File: src/verilog/pll_cfg_consts.vh
// constants for the dual-loop configuration and lock-detect block
// Overview of operation
// - register 23 readback only; count at 23:14
// - tracked dac value reported in count field
// - first-loop window code picks 5.5-40 ns
// - first-loop lock after programmed in-window cycles
// - dac update clock divides by 1..1023
// - second-loop lock after programmed in-window cycles
// - one bit doubles the second-loop reference
// - second pump 100-3200 uA; hiz overrides gain
// - first pump polarity bit selects slope
// - first pump 100-1600 uA; hiz overrides gain
// - per-input pre-divider divides by 1,2,4,8
// - active input switch applies its own pre-divider
// - first-loop reference divides by 1..16383
// - second-loop reference divides by 12-bit value
// - feedback delay 205 ps steps, outputs lead
// - reference delay 205 ps steps, outputs lag
`ifndef PLL_CFG_CONSTS_VH
`define PLL_CFG_CONSTS_VH
// ----------------------------------------
// register addresses
// ----------------------------------------
`define ADDR_DAC_COUNT_READBACK  5'h17
`define ADDR_LOOP_FILTER_DELAY   5'h18
`define ADDR_DAC_DIV_LOCK_COUNT  5'h19
`define ADDR_SECOND_LOOP_CTRL    5'h1a
`define ADDR_FIRST_LOOP_CTRL     5'h1b
`define ADDR_SECOND_LOOP_REF_DIV 5'h1c
`define ADDR_READBACK_SELECT     5'h1f
// ----------------------------------------
// field positions
// ----------------------------------------
`define F_ADDR          4:0
`define F_DAC_COUNT     23:14
`define F_CAP_C4        31:28
`define F_CAP_C3        27:24
`define F_RES_R4        22:20
`define F_RES_R3        18:16
`define F_FB_DELAY      14:12
`define F_REF_DELAY     10:8
`define F_WINDOW1       7:6
`define F_DAC_DIV       31:22
`define F_LOCK_COUNT    19:6
`define F_WINDOW2       31:30
`define F_DOUBLER       29
`define F_PUMP_POL      28
`define F_PUMP_GAIN     27:26
`define F_PUMP_HIZ      5
`define F_PREDIV1       23:22
`define F_PREDIV0       21:20
`define F_REF_DIV1      19:6
`define F_REF_DIV2      31:20
`define F_RB_ADDR       20:16
// ----------------------------------------
// reset values
// ----------------------------------------
`define RST_REG         32'h0000_0000
// ----------------------------------------
// lock windows (ps) and step sizes
// ----------------------------------------
`define WIN1_PS_0       16'd5500
`define WIN1_PS_1       16'd10000
`define WIN1_PS_2       16'd18600
`define WIN1_PS_3       16'd40000
`define WIN2_PS         16'd3700
`define DELAY_STEP_PS   11'd205
// ----------------------------------------
// pump currents (uA)
// ----------------------------------------
`define P2_UA_0         12'd100
`define P2_UA_1         12'd400
`define P2_UA_2         12'd1600
`define P2_UA_3         12'd3200
`define P1_UA_0         12'd100
`define P1_UA_1         12'd200
`define P1_UA_2         12'd400
`define P1_UA_3         12'd1600
`endif

File: src/verilog/tick_divider.v
// divides a stream of one-cycle ticks by a programmable value
`timescale 1ns/1ns
`default_nettype none
module tick_divider #(
   parameter W = 14
) (
   input  wire         clk_sys,
   input  wire         arst_n,
   input  wire         tick_in,
   input  wire [W-1:0] divisor,
   output reg          tick_out
);
   reg  [W-1:0] cnt_q;

   // divisor 0 is reserved: no output ticks at all
   always @(posedge clk_sys or negedge arst_n) begin
      if (!arst_n) begin
         cnt_q    <= {W{1'b0}};
         tick_out <= 1'b0;
      end else begin
         tick_out <= 1'b0;
         if (tick_in && divisor != {W{1'b0}}) begin
            if (cnt_q >= divisor - 1'b1) begin
               cnt_q    <= {W{1'b0}};
               tick_out <= 1'b1;
            end else begin
               cnt_q <= cnt_q + 1'b1;
            end
         end
      end
   end
endmodule // tick_divider
`default_nettype wire

File: src/verilog/lock_counter.v
// digital lock detect: counts consecutive in-window phase detector cycles
`timescale 1ns/1ns
`default_nettype none
module lock_counter (
   input  wire        clk_sys,
   input  wire        arst_n,
   input  wire        pd_tick,
   input  wire [15:0] phase_err_ps,
   input  wire [15:0] window_ps,
   input  wire [13:0] target,
   output reg         locked
);
   reg  [13:0] cnt_q;
   wire        in_win = phase_err_ps < window_ps;
   wire [13:0] cnt_d  = (cnt_q == 14'h3fff) ? cnt_q : cnt_q + 14'h0001;

   always @(posedge clk_sys or negedge arst_n) begin
      if (!arst_n) begin
         cnt_q  <= 14'h0000;
         locked <= 1'b0;
      end else if (pd_tick) begin
         if (in_win) begin
            cnt_q  <= cnt_d;
            // target 0 is reserved and never locks
            locked <= (target != 14'h0000) && (cnt_d >= target);
         end else begin
            cnt_q  <= 14'h0000;
            locked <= 1'b0;
         end
      end
   end
endmodule // lock_counter
`default_nettype wire

File: src/verilog/pll_config_lock_detect.v
// serial-programmed configuration, dividers and lock detect for both loops
`timescale 1ns/1ns
`default_nettype none
`include "pll_cfg_consts.vh"
module pll_config_lock_detect (
   input  wire        clk_sys,
   input  wire        arst_n,
   // serial programming pins
   input  wire        ser_clk,
   input  wire        ser_data,
   input  wire        ser_le,
   output wire        ser_dout,
   // reference ticks and phase detector events
   input  wire        ref0_tick,
   input  wire        ref1_tick,
   input  wire        active_input,
   input  wire        osc_level,
   input  wire        pd1_tick,
   input  wire [15:0] pd1_phase_err,
   input  wire        pd2_tick,
   input  wire [15:0] pd2_phase_err,
   // holdover tracking
   input  wire        holdover_tracking,
   input  wire [9:0]  dac_track_value,
   // lock and divided clocks
   output wire        first_loop_locked,
   output wire        second_loop_locked,
   output wire        dac_update_tick,
   output wire        first_ref_tick,
   output wire        second_ref_tick,
   // loop filter and delay settings
   output wire [3:0]  second_loop_cap_c4,
   output wire [3:0]  second_loop_cap_c3,
   output wire [2:0]  second_loop_res_r4,
   output wire [2:0]  second_loop_res_r3,
   output reg  [10:0] first_loop_feedback_delay,
   output reg  [10:0] first_loop_reference_delay,
   // charge pumps
   output wire        first_loop_pump_polarity,
   output reg  [11:0] first_loop_pump_current,
   output reg         first_pump_output_pin_oe_n,
   output wire        second_loop_pump_polarity,
   output reg  [11:0] second_loop_pump_current,
   output reg         second_pump_output_pin_oe_n,
   output wire        second_loop_ref_doubler
);
   // ----------------------------------------
   // pin synchronisers
   // ----------------------------------------
   reg  [2:0]  sclk_s;
   reg  [2:0]  sdat_s;
   reg  [2:0]  sle_s;
   reg         sclk_q;
   reg         sdat_q;
   reg         sle_q;
   reg         sclk_prev_q;
   reg         sle_prev_q;

   // a change counts only once the second and third stage agree
   always @(posedge clk_sys or negedge arst_n) begin
      if (!arst_n) begin
         sclk_s      <= 3'h0;
         sdat_s      <= 3'h0;
         sle_s       <= 3'h7;
         sclk_q      <= 1'b0;
         sdat_q      <= 1'b0;
         sle_q       <= 1'b1;
         sclk_prev_q <= 1'b0;
         sle_prev_q  <= 1'b1;
      end else begin
         sclk_s <= {sclk_s[1:0], ser_clk};
         sdat_s <= {sdat_s[1:0], ser_data};
         sle_s  <= {sle_s[1:0], ser_le};
         if (sclk_s[1] == sclk_s[2]) begin
            sclk_q <= sclk_s[2];
         end
         if (sdat_s[1] == sdat_s[2]) begin
            sdat_q <= sdat_s[2];
         end
         if (sle_s[1] == sle_s[2]) begin
            sle_q <= sle_s[2];
         end
         sclk_prev_q <= sclk_q;
         sle_prev_q  <= sle_q;
      end
   end

   wire sclk_rise = sclk_q & ~sclk_prev_q;
   wire sclk_fall = ~sclk_q & sclk_prev_q;
   wire le_rise   = sle_q & ~sle_prev_q;

   // ----------------------------------------
   // register file
   // ----------------------------------------
   reg  [31:0] shift_q;
   reg  [31:0] filt_dly_q;
   reg  [31:0] div_cnt_q;
   reg  [31:0] loop2_q;
   reg  [31:0] loop1_q;
   reg  [31:0] ref2_q;
   reg  [4:0]  rb_addr_q;
   reg  [31:0] rb_shift_q;
   reg  [9:0]  dac_count_q;
   reg  [31:0] rb_word;

   wire [4:0]  wr_addr = shift_q[`F_ADDR];

   // selected register image for readback
   always @* begin
      case (rb_addr_q)
         `ADDR_DAC_COUNT_READBACK: begin
            rb_word = 32'h0000_0000;
            rb_word[`F_DAC_COUNT] = dac_count_q;
            rb_word[`F_ADDR] = `ADDR_DAC_COUNT_READBACK;
         end
         `ADDR_LOOP_FILTER_DELAY: begin
            rb_word = filt_dly_q;
         end
         `ADDR_DAC_DIV_LOCK_COUNT: begin
            rb_word = div_cnt_q;
         end
         `ADDR_SECOND_LOOP_CTRL: begin
            rb_word = loop2_q;
         end
         `ADDR_FIRST_LOOP_CTRL: begin
            rb_word = loop1_q;
         end
         `ADDR_SECOND_LOOP_REF_DIV: begin
            rb_word = ref2_q;
         end
         default: begin
            rb_word = 32'h0000_0000;
         end
      endcase
   end

   // shift in msb first while le is low, commit on le rising edge
   always @(posedge clk_sys or negedge arst_n) begin
      if (!arst_n) begin
         shift_q    <= `RST_REG;
         filt_dly_q <= `RST_REG;
         div_cnt_q  <= `RST_REG;
         loop2_q    <= `RST_REG;
         loop1_q    <= `RST_REG;
         ref2_q     <= `RST_REG;
         rb_addr_q  <= `ADDR_DAC_COUNT_READBACK;
         rb_shift_q <= `RST_REG;
      end else begin
         if (sclk_rise && !sle_q) begin
            shift_q <= {shift_q[30:0], sdat_q};
         end
         if (sclk_fall && !sle_q) begin
            rb_shift_q <= {rb_shift_q[30:0], 1'b0};
         end
         if (le_rise) begin
            case (wr_addr)
               `ADDR_LOOP_FILTER_DELAY: begin
                  filt_dly_q <= {shift_q[31:5], `ADDR_LOOP_FILTER_DELAY};
               end
               `ADDR_DAC_DIV_LOCK_COUNT: begin
                  div_cnt_q <= {shift_q[31:5], `ADDR_DAC_DIV_LOCK_COUNT};
               end
               `ADDR_SECOND_LOOP_CTRL: begin
                  loop2_q <= {shift_q[31:5], `ADDR_SECOND_LOOP_CTRL};
               end
               `ADDR_FIRST_LOOP_CTRL: begin
                  loop1_q <= {shift_q[31:5], `ADDR_FIRST_LOOP_CTRL};
               end
               `ADDR_SECOND_LOOP_REF_DIV: begin
                  ref2_q <= {shift_q[31:5], `ADDR_SECOND_LOOP_REF_DIV};
               end
               `ADDR_READBACK_SELECT: begin
                  rb_addr_q <= shift_q[`F_RB_ADDR];
               end
               default: begin
                  // readback-only and unmapped addresses are dropped
                  rb_addr_q <= rb_addr_q;
               end
            endcase
         end
         // readback image loads as le falls after the select frame
         if (!sle_q && sle_prev_q) begin
            rb_shift_q <= rb_word;
         end
      end
   end

   assign ser_dout = rb_shift_q[31];

   // ----------------------------------------
   // tuning dac count and update clock
   // ----------------------------------------
   tick_divider #(
      .W        (10)
   ) u_dac_div (
      .clk_sys  (clk_sys),
      .arst_n   (arst_n),
      .tick_in  (pd1_tick),
      .divisor  (div_cnt_q[`F_DAC_DIV]),
      .tick_out (dac_update_tick)
   );

   // the tracked value is captured on each dac update while holdover tracking is on
   always @(posedge clk_sys or negedge arst_n) begin
      if (!arst_n) begin
         dac_count_q <= 10'h000;
      end else if (dac_update_tick && holdover_tracking) begin
         dac_count_q <= dac_track_value;
      end
   end

   // ----------------------------------------
   // first-loop reference path
   // ----------------------------------------
   wire       pre0_tick;
   wire       pre1_tick;
   wire [3:0] pre0_div = 4'h1 << loop1_q[`F_PREDIV0];
   wire [3:0] pre1_div = 4'h1 << loop1_q[`F_PREDIV1];

   tick_divider #(
      .W        (4)
   ) u_pre0 (
      .clk_sys  (clk_sys),
      .arst_n   (arst_n),
      .tick_in  (ref0_tick),
      .divisor  (pre0_div),
      .tick_out (pre0_tick)
   );

   tick_divider #(
      .W        (4)
   ) u_pre1 (
      .clk_sys  (clk_sys),
      .arst_n   (arst_n),
      .tick_in  (ref1_tick),
      .divisor  (pre1_div),
      .tick_out (pre1_tick)
   );

   // switching inputs picks that input's own pre-divider output
   wire pre_sel_tick = active_input ? pre1_tick : pre0_tick;

   tick_divider #(
      .W        (14)
   ) u_ref1 (
      .clk_sys  (clk_sys),
      .arst_n   (arst_n),
      .tick_in  (pre_sel_tick),
      .divisor  (loop1_q[`F_REF_DIV1]),
      .tick_out (first_ref_tick)
   );

   // ----------------------------------------
   // second-loop reference path
   // ----------------------------------------
   reg  [2:0] osc_s;
   reg        osc_prev_q;

   always @(posedge clk_sys or negedge arst_n) begin
      if (!arst_n) begin
         osc_s      <= 3'h0;
         osc_prev_q <= 1'b0;
      end else begin
         osc_s <= {osc_s[1:0], osc_level};
         if (osc_s[1] == osc_s[2]) begin
            osc_prev_q <= osc_s[2];
         end
      end
   end

   reg  osc_last_q;
   always @(posedge clk_sys or negedge arst_n) begin
      if (!arst_n) begin
         osc_last_q <= 1'b0;
      end else begin
         osc_last_q <= osc_prev_q;
      end
   end

   // doubler counts both edges of the reference instead of rising only
   wire osc_rise = osc_prev_q & ~osc_last_q;
   wire osc_edge = osc_prev_q ^ osc_last_q;
   wire osc_tick = loop2_q[`F_DOUBLER] ? osc_edge : osc_rise;

   tick_divider #(
      .W        (12)
   ) u_ref2 (
      .clk_sys  (clk_sys),
      .arst_n   (arst_n),
      .tick_in  (osc_tick),
      .divisor  (ref2_q[`F_REF_DIV2]),
      .tick_out (second_ref_tick)
   );

   assign second_loop_ref_doubler = loop2_q[`F_DOUBLER];

   // ----------------------------------------
   // lock detect
   // ----------------------------------------
   reg  [15:0] win1_ps;

   always @* begin
      case (filt_dly_q[`F_WINDOW1])
         2'h0: win1_ps = `WIN1_PS_0;
         2'h1: win1_ps = `WIN1_PS_1;
         2'h2: win1_ps = `WIN1_PS_2;
         default: win1_ps = `WIN1_PS_3;
      endcase
   end

   lock_counter u_lock1 (
      .clk_sys      (clk_sys),
      .arst_n       (arst_n),
      .pd_tick      (pd1_tick),
      .phase_err_ps (pd1_phase_err),
      .window_ps    (win1_ps),
      .target       (div_cnt_q[`F_LOCK_COUNT]),
      .locked       (first_loop_locked)
   );

   // only the 3.7 ns code is defined, so every code uses it
   lock_counter u_lock2 (
      .clk_sys      (clk_sys),
      .arst_n       (arst_n),
      .pd_tick      (pd2_tick),
      .phase_err_ps (pd2_phase_err),
      .window_ps    (`WIN2_PS),
      .target       (loop2_q[`F_LOCK_COUNT]),
      .locked       (second_loop_locked)
   );

   // ----------------------------------------
   // loop filter, delays and charge pumps
   // ----------------------------------------
   assign second_loop_cap_c4 = filt_dly_q[`F_CAP_C4];
   assign second_loop_cap_c3 = filt_dly_q[`F_CAP_C3];
   assign second_loop_res_r4 = filt_dly_q[`F_RES_R4];
   assign second_loop_res_r3 = filt_dly_q[`F_RES_R3];
   assign first_loop_pump_polarity  = loop1_q[`F_PUMP_POL];
   assign second_loop_pump_polarity = loop2_q[`F_PUMP_POL];

   reg  [11:0] p1_ua;
   reg  [11:0] p2_ua;

   always @* begin
      case (loop1_q[`F_PUMP_GAIN])
         2'h0: p1_ua = `P1_UA_0;
         2'h1: p1_ua = `P1_UA_1;
         2'h2: p1_ua = `P1_UA_2;
         default: p1_ua = `P1_UA_3;
      endcase
      case (loop2_q[`F_PUMP_GAIN])
         2'h0: p2_ua = `P2_UA_0;
         2'h1: p2_ua = `P2_UA_1;
         2'h2: p2_ua = `P2_UA_2;
         default: p2_ua = `P2_UA_3;
      endcase
   end

   // hiz forces the pin off and the current to zero whatever the gain
   always @(posedge clk_sys or negedge arst_n) begin
      if (!arst_n) begin
         first_loop_feedback_delay   <= 11'h000;
         first_loop_reference_delay  <= 11'h000;
         first_loop_pump_current     <= 12'h000;
         second_loop_pump_current    <= 12'h000;
         first_pump_output_pin_oe_n  <= 1'b1;
         second_pump_output_pin_oe_n <= 1'b1;
      end else begin
         first_loop_feedback_delay  <= filt_dly_q[`F_FB_DELAY] * `DELAY_STEP_PS;
         first_loop_reference_delay <= filt_dly_q[`F_REF_DELAY] * `DELAY_STEP_PS;
         first_pump_output_pin_oe_n <= loop1_q[`F_PUMP_HIZ];
         first_loop_pump_current    <= loop1_q[`F_PUMP_HIZ] ? 12'h000 : p1_ua;
         second_pump_output_pin_oe_n <= loop2_q[`F_PUMP_HIZ];
         second_loop_pump_current    <= loop2_q[`F_PUMP_HIZ] ? 12'h000 : p2_ua;
      end
   end
endmodule // pll_config_lock_detect
`default_nettype wire

File: config.mk
export PLATFORM = sky130hd
export DESIGN_NAME = pll_config_lock_detect
export DESIGN_NICKNAME = d
export VERILOG_FILES = /design/src/verilog/tick_divider.v /design/src/verilog/lock_counter.v /design/src/verilog/pll_config_lock_detect.v
export VERILOG_INCLUDE_DIRS = /design/src /design/src/verilog
export SDC_FILE = /design/constraint.sdc
export NUM_CORES = 1
export LEC_CHECK = 0
export BUFFER_PORTS_ARGS = -buffer_cell sky130_fd_sc_hd__buf_2
export CORE_UTILIZATION = 32
export DETAILED_ROUTE_END_ITERATION = 7
export HOLD_SLACK_MARGIN = 0.1
export MAX_ROUTING_LAYER = met4
export PLACE_DENSITY = 0.55
export SLEW_MARGIN = 0
export SYNTH_ARGS = -nofsm -noshare
export SYNTH_HDL_FRONTEND = slang
export SYNTH_SLANG_ARGS = --single-unit
File: constraint.sdc
create_clock -name clk_sys -period 5.2 [get_ports clk_sys]
set_input_delay 1.56 -clock clk_sys [delete_from_list [all_inputs] [get_ports clk_sys]]
set_output_delay 1.56 -clock clk_sys [all_outputs]
set_load 0.005 [all_outputs]
### Word-level counts from Yosys, hierarchy flattened

Cells that the tools add are included.

| storage, ports and cells | value |
|---|---|
| register bits | 375 |
| input bits | 54 |
| logic and storage cells | 158 |
| output and inout bits | 71 |

| operators by class | value |
|---|---|
| $lt $le $gt $ge | 9 |
| bitwise logic cells | 9 |
| multiply operators | 2 |
| shift-type cells | 2 |
| $add $sub $neg | 12 |
| mux-type cells | 31 |
| reduce and logical (&&, ||, !) cells | 29 |
| equality and inequality tests | 24 |

Operator list:

| kind | number |
|---|---|
| $pmux 32 s6 | 1 |
| $mux 14 | 5 |
| $mux 32 | 2 |
| $eq 5x5->1 const B | 12 |
| $pmux 16 s3 | 1 |
| $add 14x1->14 const B | 3 |
| $ge 14x14->1 | 3 |
| $reduce_bool 14->1 | 3 |
| $mux 12 | 3 |
| $pmux 12 s3 | 1 |
| $pmux 11 s3 | 1 |
| $eq 14x14->1 const B | 2 |
| $mul 3x8->11 const B | 2 |
| $lt 16x12->1 const B | 1 |
| $lt 16x16->1 | 1 |
| $mux 1 | 14 |
| $sub 14x1->14 const B | 1 |
| $add 12x1->12 const B | 1 |
| $ge 12x12->1 | 1 |
| $reduce_and 2->1 | 6 |
| $reduce_bool 12->1 | 1 |
| $sub 12x1->12 const B | 1 |
| $logic_and 1x1->1 | 11 |
| $add 10x1->10 const B | 1 |
| other kinds (19) | 40 |

### Longest topological paths before layout

| logic depth | value |
|---|---|
| depth after elaboration | 5 |
| mapped depth | 14 |
| mapped depth without buffers | 13 |

### Modules after synthesis

Synthesis repeated with hierarchy kept, for this count alone.

| second synthesis, totals | value |
|---|---|
| cells, all modules | 1784 |
| area, all modules | 19929.1 sq um |

By module, submodules not included:

| module | sequential area each (sq um) | area an instance (sq um) | cells an instance | times used |
|---|---|---|---|---|
| pll_config_lock_detect | 6895.4 | 12062.8 | 880 | 1 |
| lock_counter | 375.4 | 1830.5 | 211 | 2 |
| tick_divider (u_ref1) | 375.4 | 1306.3 | 158 | 1 |
| tick_divider (u_ref2) | 325.3 | 1156.1 | 135 | 1 |
| tick_divider (u_dac_div) | 275.3 | 1004.7 | 111 | 1 |
| tick_divider (u_pre0 ...) | 125.1 | 369.1 | 39 | 2 |

### Worst setup path before layout

Ideal clock, no wire load.

| timing | value |
|---|---|
| path type | input-to-reg |
| start | input port pd1_phase_err[4] |
| end | register u_lock1.locked |
| setup time | 0.101 ns |
| stages on the path | 7 |
| data arrival time | 3.107 ns |
| path buffers | 1 |
| required time | 5.099 ns |
| path slack | 1.993 ns |
| path through | ha_1 a21o_1 a31oi_1 o2111ai_1 a211o_1 clkbuf_1 o32ai_1 |

| on the way | value |
|---|---|
| cells in the longest elaborated chain, start to end | 2 |

Ends and longest elaborated chain:

| item | line | source |
|---|---|---|
| from (decl) | pll_config_lock_detect.v:19 | `input wire [15:0] pd1_phase_err,` |
| $lt 16x16->1 | lock_counter.v:14 | `wire in_win = phase_err_ps < window_ps;` |
| $mux 1 | lock_counter.v:22 | `if (in_win) begin` |
| to (signal assigned) | lock_counter.v:25 | `locked <= (target != 14'h0000) && (cnt_d >= target);` |
| to (decl) | lock_counter.v:11 | `output reg locked` |

No other way between the ends.
A chain may end at the register's enable or synchronous reset.

### Final worst setup path

| timing | value |
|---|---|
| start | register ref2_q[24] |
| end | register u_ref2.cnt_q[7] |

| on the way | value |
|---|---|
| cells in the longest elaborated chain, start to end | 3 |
| elaborated cells on any way between the ends | 5 |
| classes of those cells | add/sub (1); order compare (1); mux (1); reduce/logical (2) |

Ends and longest elaborated chain:

| item | line | source |
|---|---|---|
| from (decl) | pll_config_lock_detect.v:100 | `reg [31:0] ref2_q;` |
| from (signal assigned) | pll_config_lock_detect.v:145 | `` ref2_q <= `RST_REG; `` |
| from (signal assigned) | pll_config_lock_detect.v:170 | `` ref2_q <= {shift_q[31:5], `ADDR_SECOND_LOOP_REF_DIV}; `` |
| $sub 12x1->12 | tick_divider.v:23 | `if (cnt_q >= divisor - 1'b1) begin` |
| $ge 12x12->1 | tick_divider.v:23 |  |
| $mux 12 | tick_divider.v:23 |  |
| to (signal assigned) | tick_divider.v:18 | `cnt_q <= {W{1'b0}};` |
| to (signal assigned) | tick_divider.v:24 | `cnt_q <= {W{1'b0}};` |
| to (signal assigned) | tick_divider.v:27 | `cnt_q <= cnt_q + 1'b1;` |
| to (decl) | tick_divider.v:13 | `reg [W-1:0] cnt_q;` |

Several ways; a longest one is shown, not always the timed one.

==> flow_metrics.py <==
metrics = {
    "synth": {
        "synthMostInstantiatedCell": "dfrtp_1",
        "yosys.area_share.simple_pct": 12.64,
        "synth_top_area_share_pct": 46.80,
        "synth_common_cells": "343 x dfrtp_1, 151 x nand2_1, 148 x mux2_2, 121 x ha_1, 120 x o21ai_0",
        "yosys_warnings": 0,
        "synth-seq-area-share_pct": 48.38,
        "syn_avg_cell_area_um2": 10.69,
        "synth_top_family_by_area": "compound AO/OA/AOI/OAI gates",
        "synth_fa_ha_area_share_pct": 8.691,
        "synth_compound_area_share_pct": 12.85,
        "yosys-top-cells-area": "dfrtp_1 47%, mux2_2 9.1%, ha_1 8.3%, o21ai_0 3.3%, nand2_1 3.1%",
        "synth_ff_type": "dfrtp_1",
        "netlist_area_um2": 18340,
        "synth-xor-area-share_pct": 3.384,
        "postSynthCellCount": 1716,
        "synth-edff-count": 0,
        "synth-seq-cells": 354,
        "synth_area_leader_cell": "dfrtp_1",
        "synth.area.mux_share_pct": 9.749,
        "ys_types": 71,
        "synthArstFlopShare_pct": 100.0,
    },
    "finish": {
        "fin_area_um2": 21030,
        "drive_gt1_share_pct": 21.25,
        "regArea_um2": 8872,
        "nNetsFinal": 1982,
        "areaGrowthSynthToFinish_pct": 14.67,
        "multiInputGateArea_um2": 8761,
        "fillCellCount": 5492,
        "antenna_cells": 0,
    },
    "grt": {
        "gr-usage-all-layers_pct": 16.48,
        "grt_overflow": 0,
        "grt_pass1_wl_um": 73350,
        "antenna_found_initial": 1,
        "grt_pass1_vias": 13000,
        "grt_start_max_net_pins": 117,
    },
    "routing": {
        "vias_per_cell": 5.079,
        "postRouteAntennaNets": 0,
        "drc": 0,
        "drt_iter0_drc": 850,
        "drt_first_pass_iters": 5,
        "wl_um": 45700,
        "wire_per_inst_um": 17.64,
        "vias": 13160,
    },
    "cts": {
        "cts_root_buffer": "clkbuf_16",
        "cts_tree": "yes",
        "htreeDepth": 2,
        "path_clk_slew_ps": 60,
        "post_cts_resize_count": 0,
        "cts.hold.buffers_added": 0,
        "clock_latency_ps": 580,
        "postCtsSetupRepairBufs": 0,
        "clkSinkCount": 354,
        "numCtsBuffers": 41,
        "cts_max_path_buffers": 3,
    },
    "worst_setup_path": {
        "r2r_cells": 12,
        "worstPathRequired_ps": 5710,
        "r2r-start": "ref2_q[24]",
        "worst_setup_path_start_kind": "flip-flop",
        "path_max_fanout": 12,
        "cp.arrival_ps": 4260,
        "r2r_setup_slack_ps": 1450,
        "end_kind": "flip-flop",
        "criticalPathCategory": "flip-flop to flip-flop",
        "critPathCapture": "u_ref2.cnt_q[7]",
        "worstReg2RegEnd": "u_ref2.cnt_q[7]",
        "critPathLaunch": "ref2_q[24]",
    },
    "floorplan": {
        "core-area_um2": 56500,
        "die_width_um": 241.4,
        "die_h_um": 241.4,
        "dieArea_um2": 58270,
        "io_pins": 125,
        "start_util_pct": 32.46,
        "rows": 87,
    },
    "sta": {
        "relSlewSlack_pct": 33.49,
        "clock.fmax_mhz": 266.8,
        "finalClockSkew_ps": 23.53,
        "tns_ps": 0,
        "rsz0062_at_grt": "false",
        "worst_slew_pin_slew_ps": 996.6,
        "slew_violations": 0,
        "hold_viol": 0,
        "finalCriticalPeriod_ps": 3749,
        "finalSetupViolations": 0,
        "finalCritPeriodShare_pct": 72.09,
    },
    "power_and_ir_drop": {
        "power_density_nw_per_um2": 307.7,
        "vdd_ir_drop_max_v": 0.0001694,
        "power.leakage_uw": 0.01035,
    },
    "run_status": {
        "status": "complete, no violations",
    },
    "placement": {
        "io_buffers": 114,
        "place_area_um2": 19640,
        "place_congestion": 0.8367,
        "hpwl_um": 31770,
    },
    "job": {
        "maxCapViolations": 0,
    },
    "min_path": {
        "hp-class": "flip-flop to flip-flop",
    },
}
-- per-layer routing --
metal | vias up | share of wire (%) | GRT usage (%) | wire length, um
li1 | 6299 | - | - | -
met1 | 6508 | 49 | 22.71 | 22310
met2 | 274 | 44 | 24.65 | 20300
met3 | 78 | 3.8 | 2.530 | 1740
met4 | 0 | 3.0 | 5.466 | 1351
met5 | - | 0 | - | 0
-- where the power goes --
group / switching (uW) / total, uW / internal, uW
sequential: 143 / 3050 / 2900
combinational: 261 / 466 / 205
clock: 1160 / 2960 / 1800
total: 1570 / 6470 / 4900
-- cells by family after synthesis --
group                      Yosys count
AOI/OAI and AO/OA                  359
xor gates and xnor gates            70
adders and majority gates          127
buffers and inverters              176
DFF                                354
muxes                              160
other                                1
and+or+nand+nor                    469
-- state kept, by name (all words and copies together), names as in the netlist, 28 cells and up --
register and cells:
div_cnt_q 28, rb_shift_q 32, shift_q 32, ref2_q 28
loop2_q 28, filt_dly_q 28, loop1_q 28
-- worst min-delay path by stage --
stage	start	end	depth (start not counted)
after floorplan	osc_s[0]	osc_s[1]	0
after global placement	osc_s[0]	osc_s[1]	0
after detailed placement	osc_s[0]	osc_s[1]	0
after CTS	osc_s[0]	osc_s[1]	0
after global routing	osc_s[0]	osc_s[1]	0
final	osc_s[0]	osc_s[1]	0
-- critical path: stages (launching register included) --
cell      delay (ps)
dfrtp_1          430
or4_4            560
nor3_4           190
nand2_1           70
nor2_1           110
xnor2_1          150
ha_1             270
a21o_1           180
a211o_1          300
a211oi_1         230
nor2_1           230
nor2b_1          700
a22o_1           260
-- cells in the final DEF (no fill, tap or decap), drive strengths merged, types with 8 or more instances in the layout --
master    n
a22oi    49
o22ai    12
buf     133
inv      85
nand2b   20
and2      8
xor2     33
o21ai   123
a21o     31
nor2    103
a222oi   18
a22o     13
nor4     13
nor3b    10
clkbuf   60
nand2   151
and4      8
nand4    23
ha      121
xnor2    37
dfstp    11
nor3     22
dfrtp   343
a31oi    14
a21oi    58
nand3    50
mux2i    11
clkinv    8
and3     16
mux2    149
nor2b    24
-- per-stage QoR --
| step | worst slack (ps) | util, % | hold WS [ps] | power (uW) | cells |
|---|---|---|---|---|---|
| floorplan | 1993 | - | 331.2 | 3350 | 1721 |
| global placement | 1527 | 34.77 | 333.5 | 3543 | 2518 |
| detailed placement | 1430 | 34.77 | 337.1 | 3565 | 2518 |
| CTS | 1431 | 37.23 | 350.5 | 6571 | 2591 |
| global route | 1172 | 37.23 | 352.1 | 6760 | 2591 |
| finish | 1451 | 37.23 | 347.9 | 6471 | 2591 |
-- final cells by class --
| type | count | share of cell area, % |
|---|---|---|
| multi-input cells | 1191 | 41.66 |
| flip-flops and latches | 354 | 42.19 |
| clock inverters | 13 | 0.9102 |
| repair buffers | 133 | 3.558 |
| well taps | 756 | 4.498 |
| clock buffers | 60 | 5.693 |
| inverters | 84 | 1.499 |
Note: power is estimated with default switching activity, not from simulation.
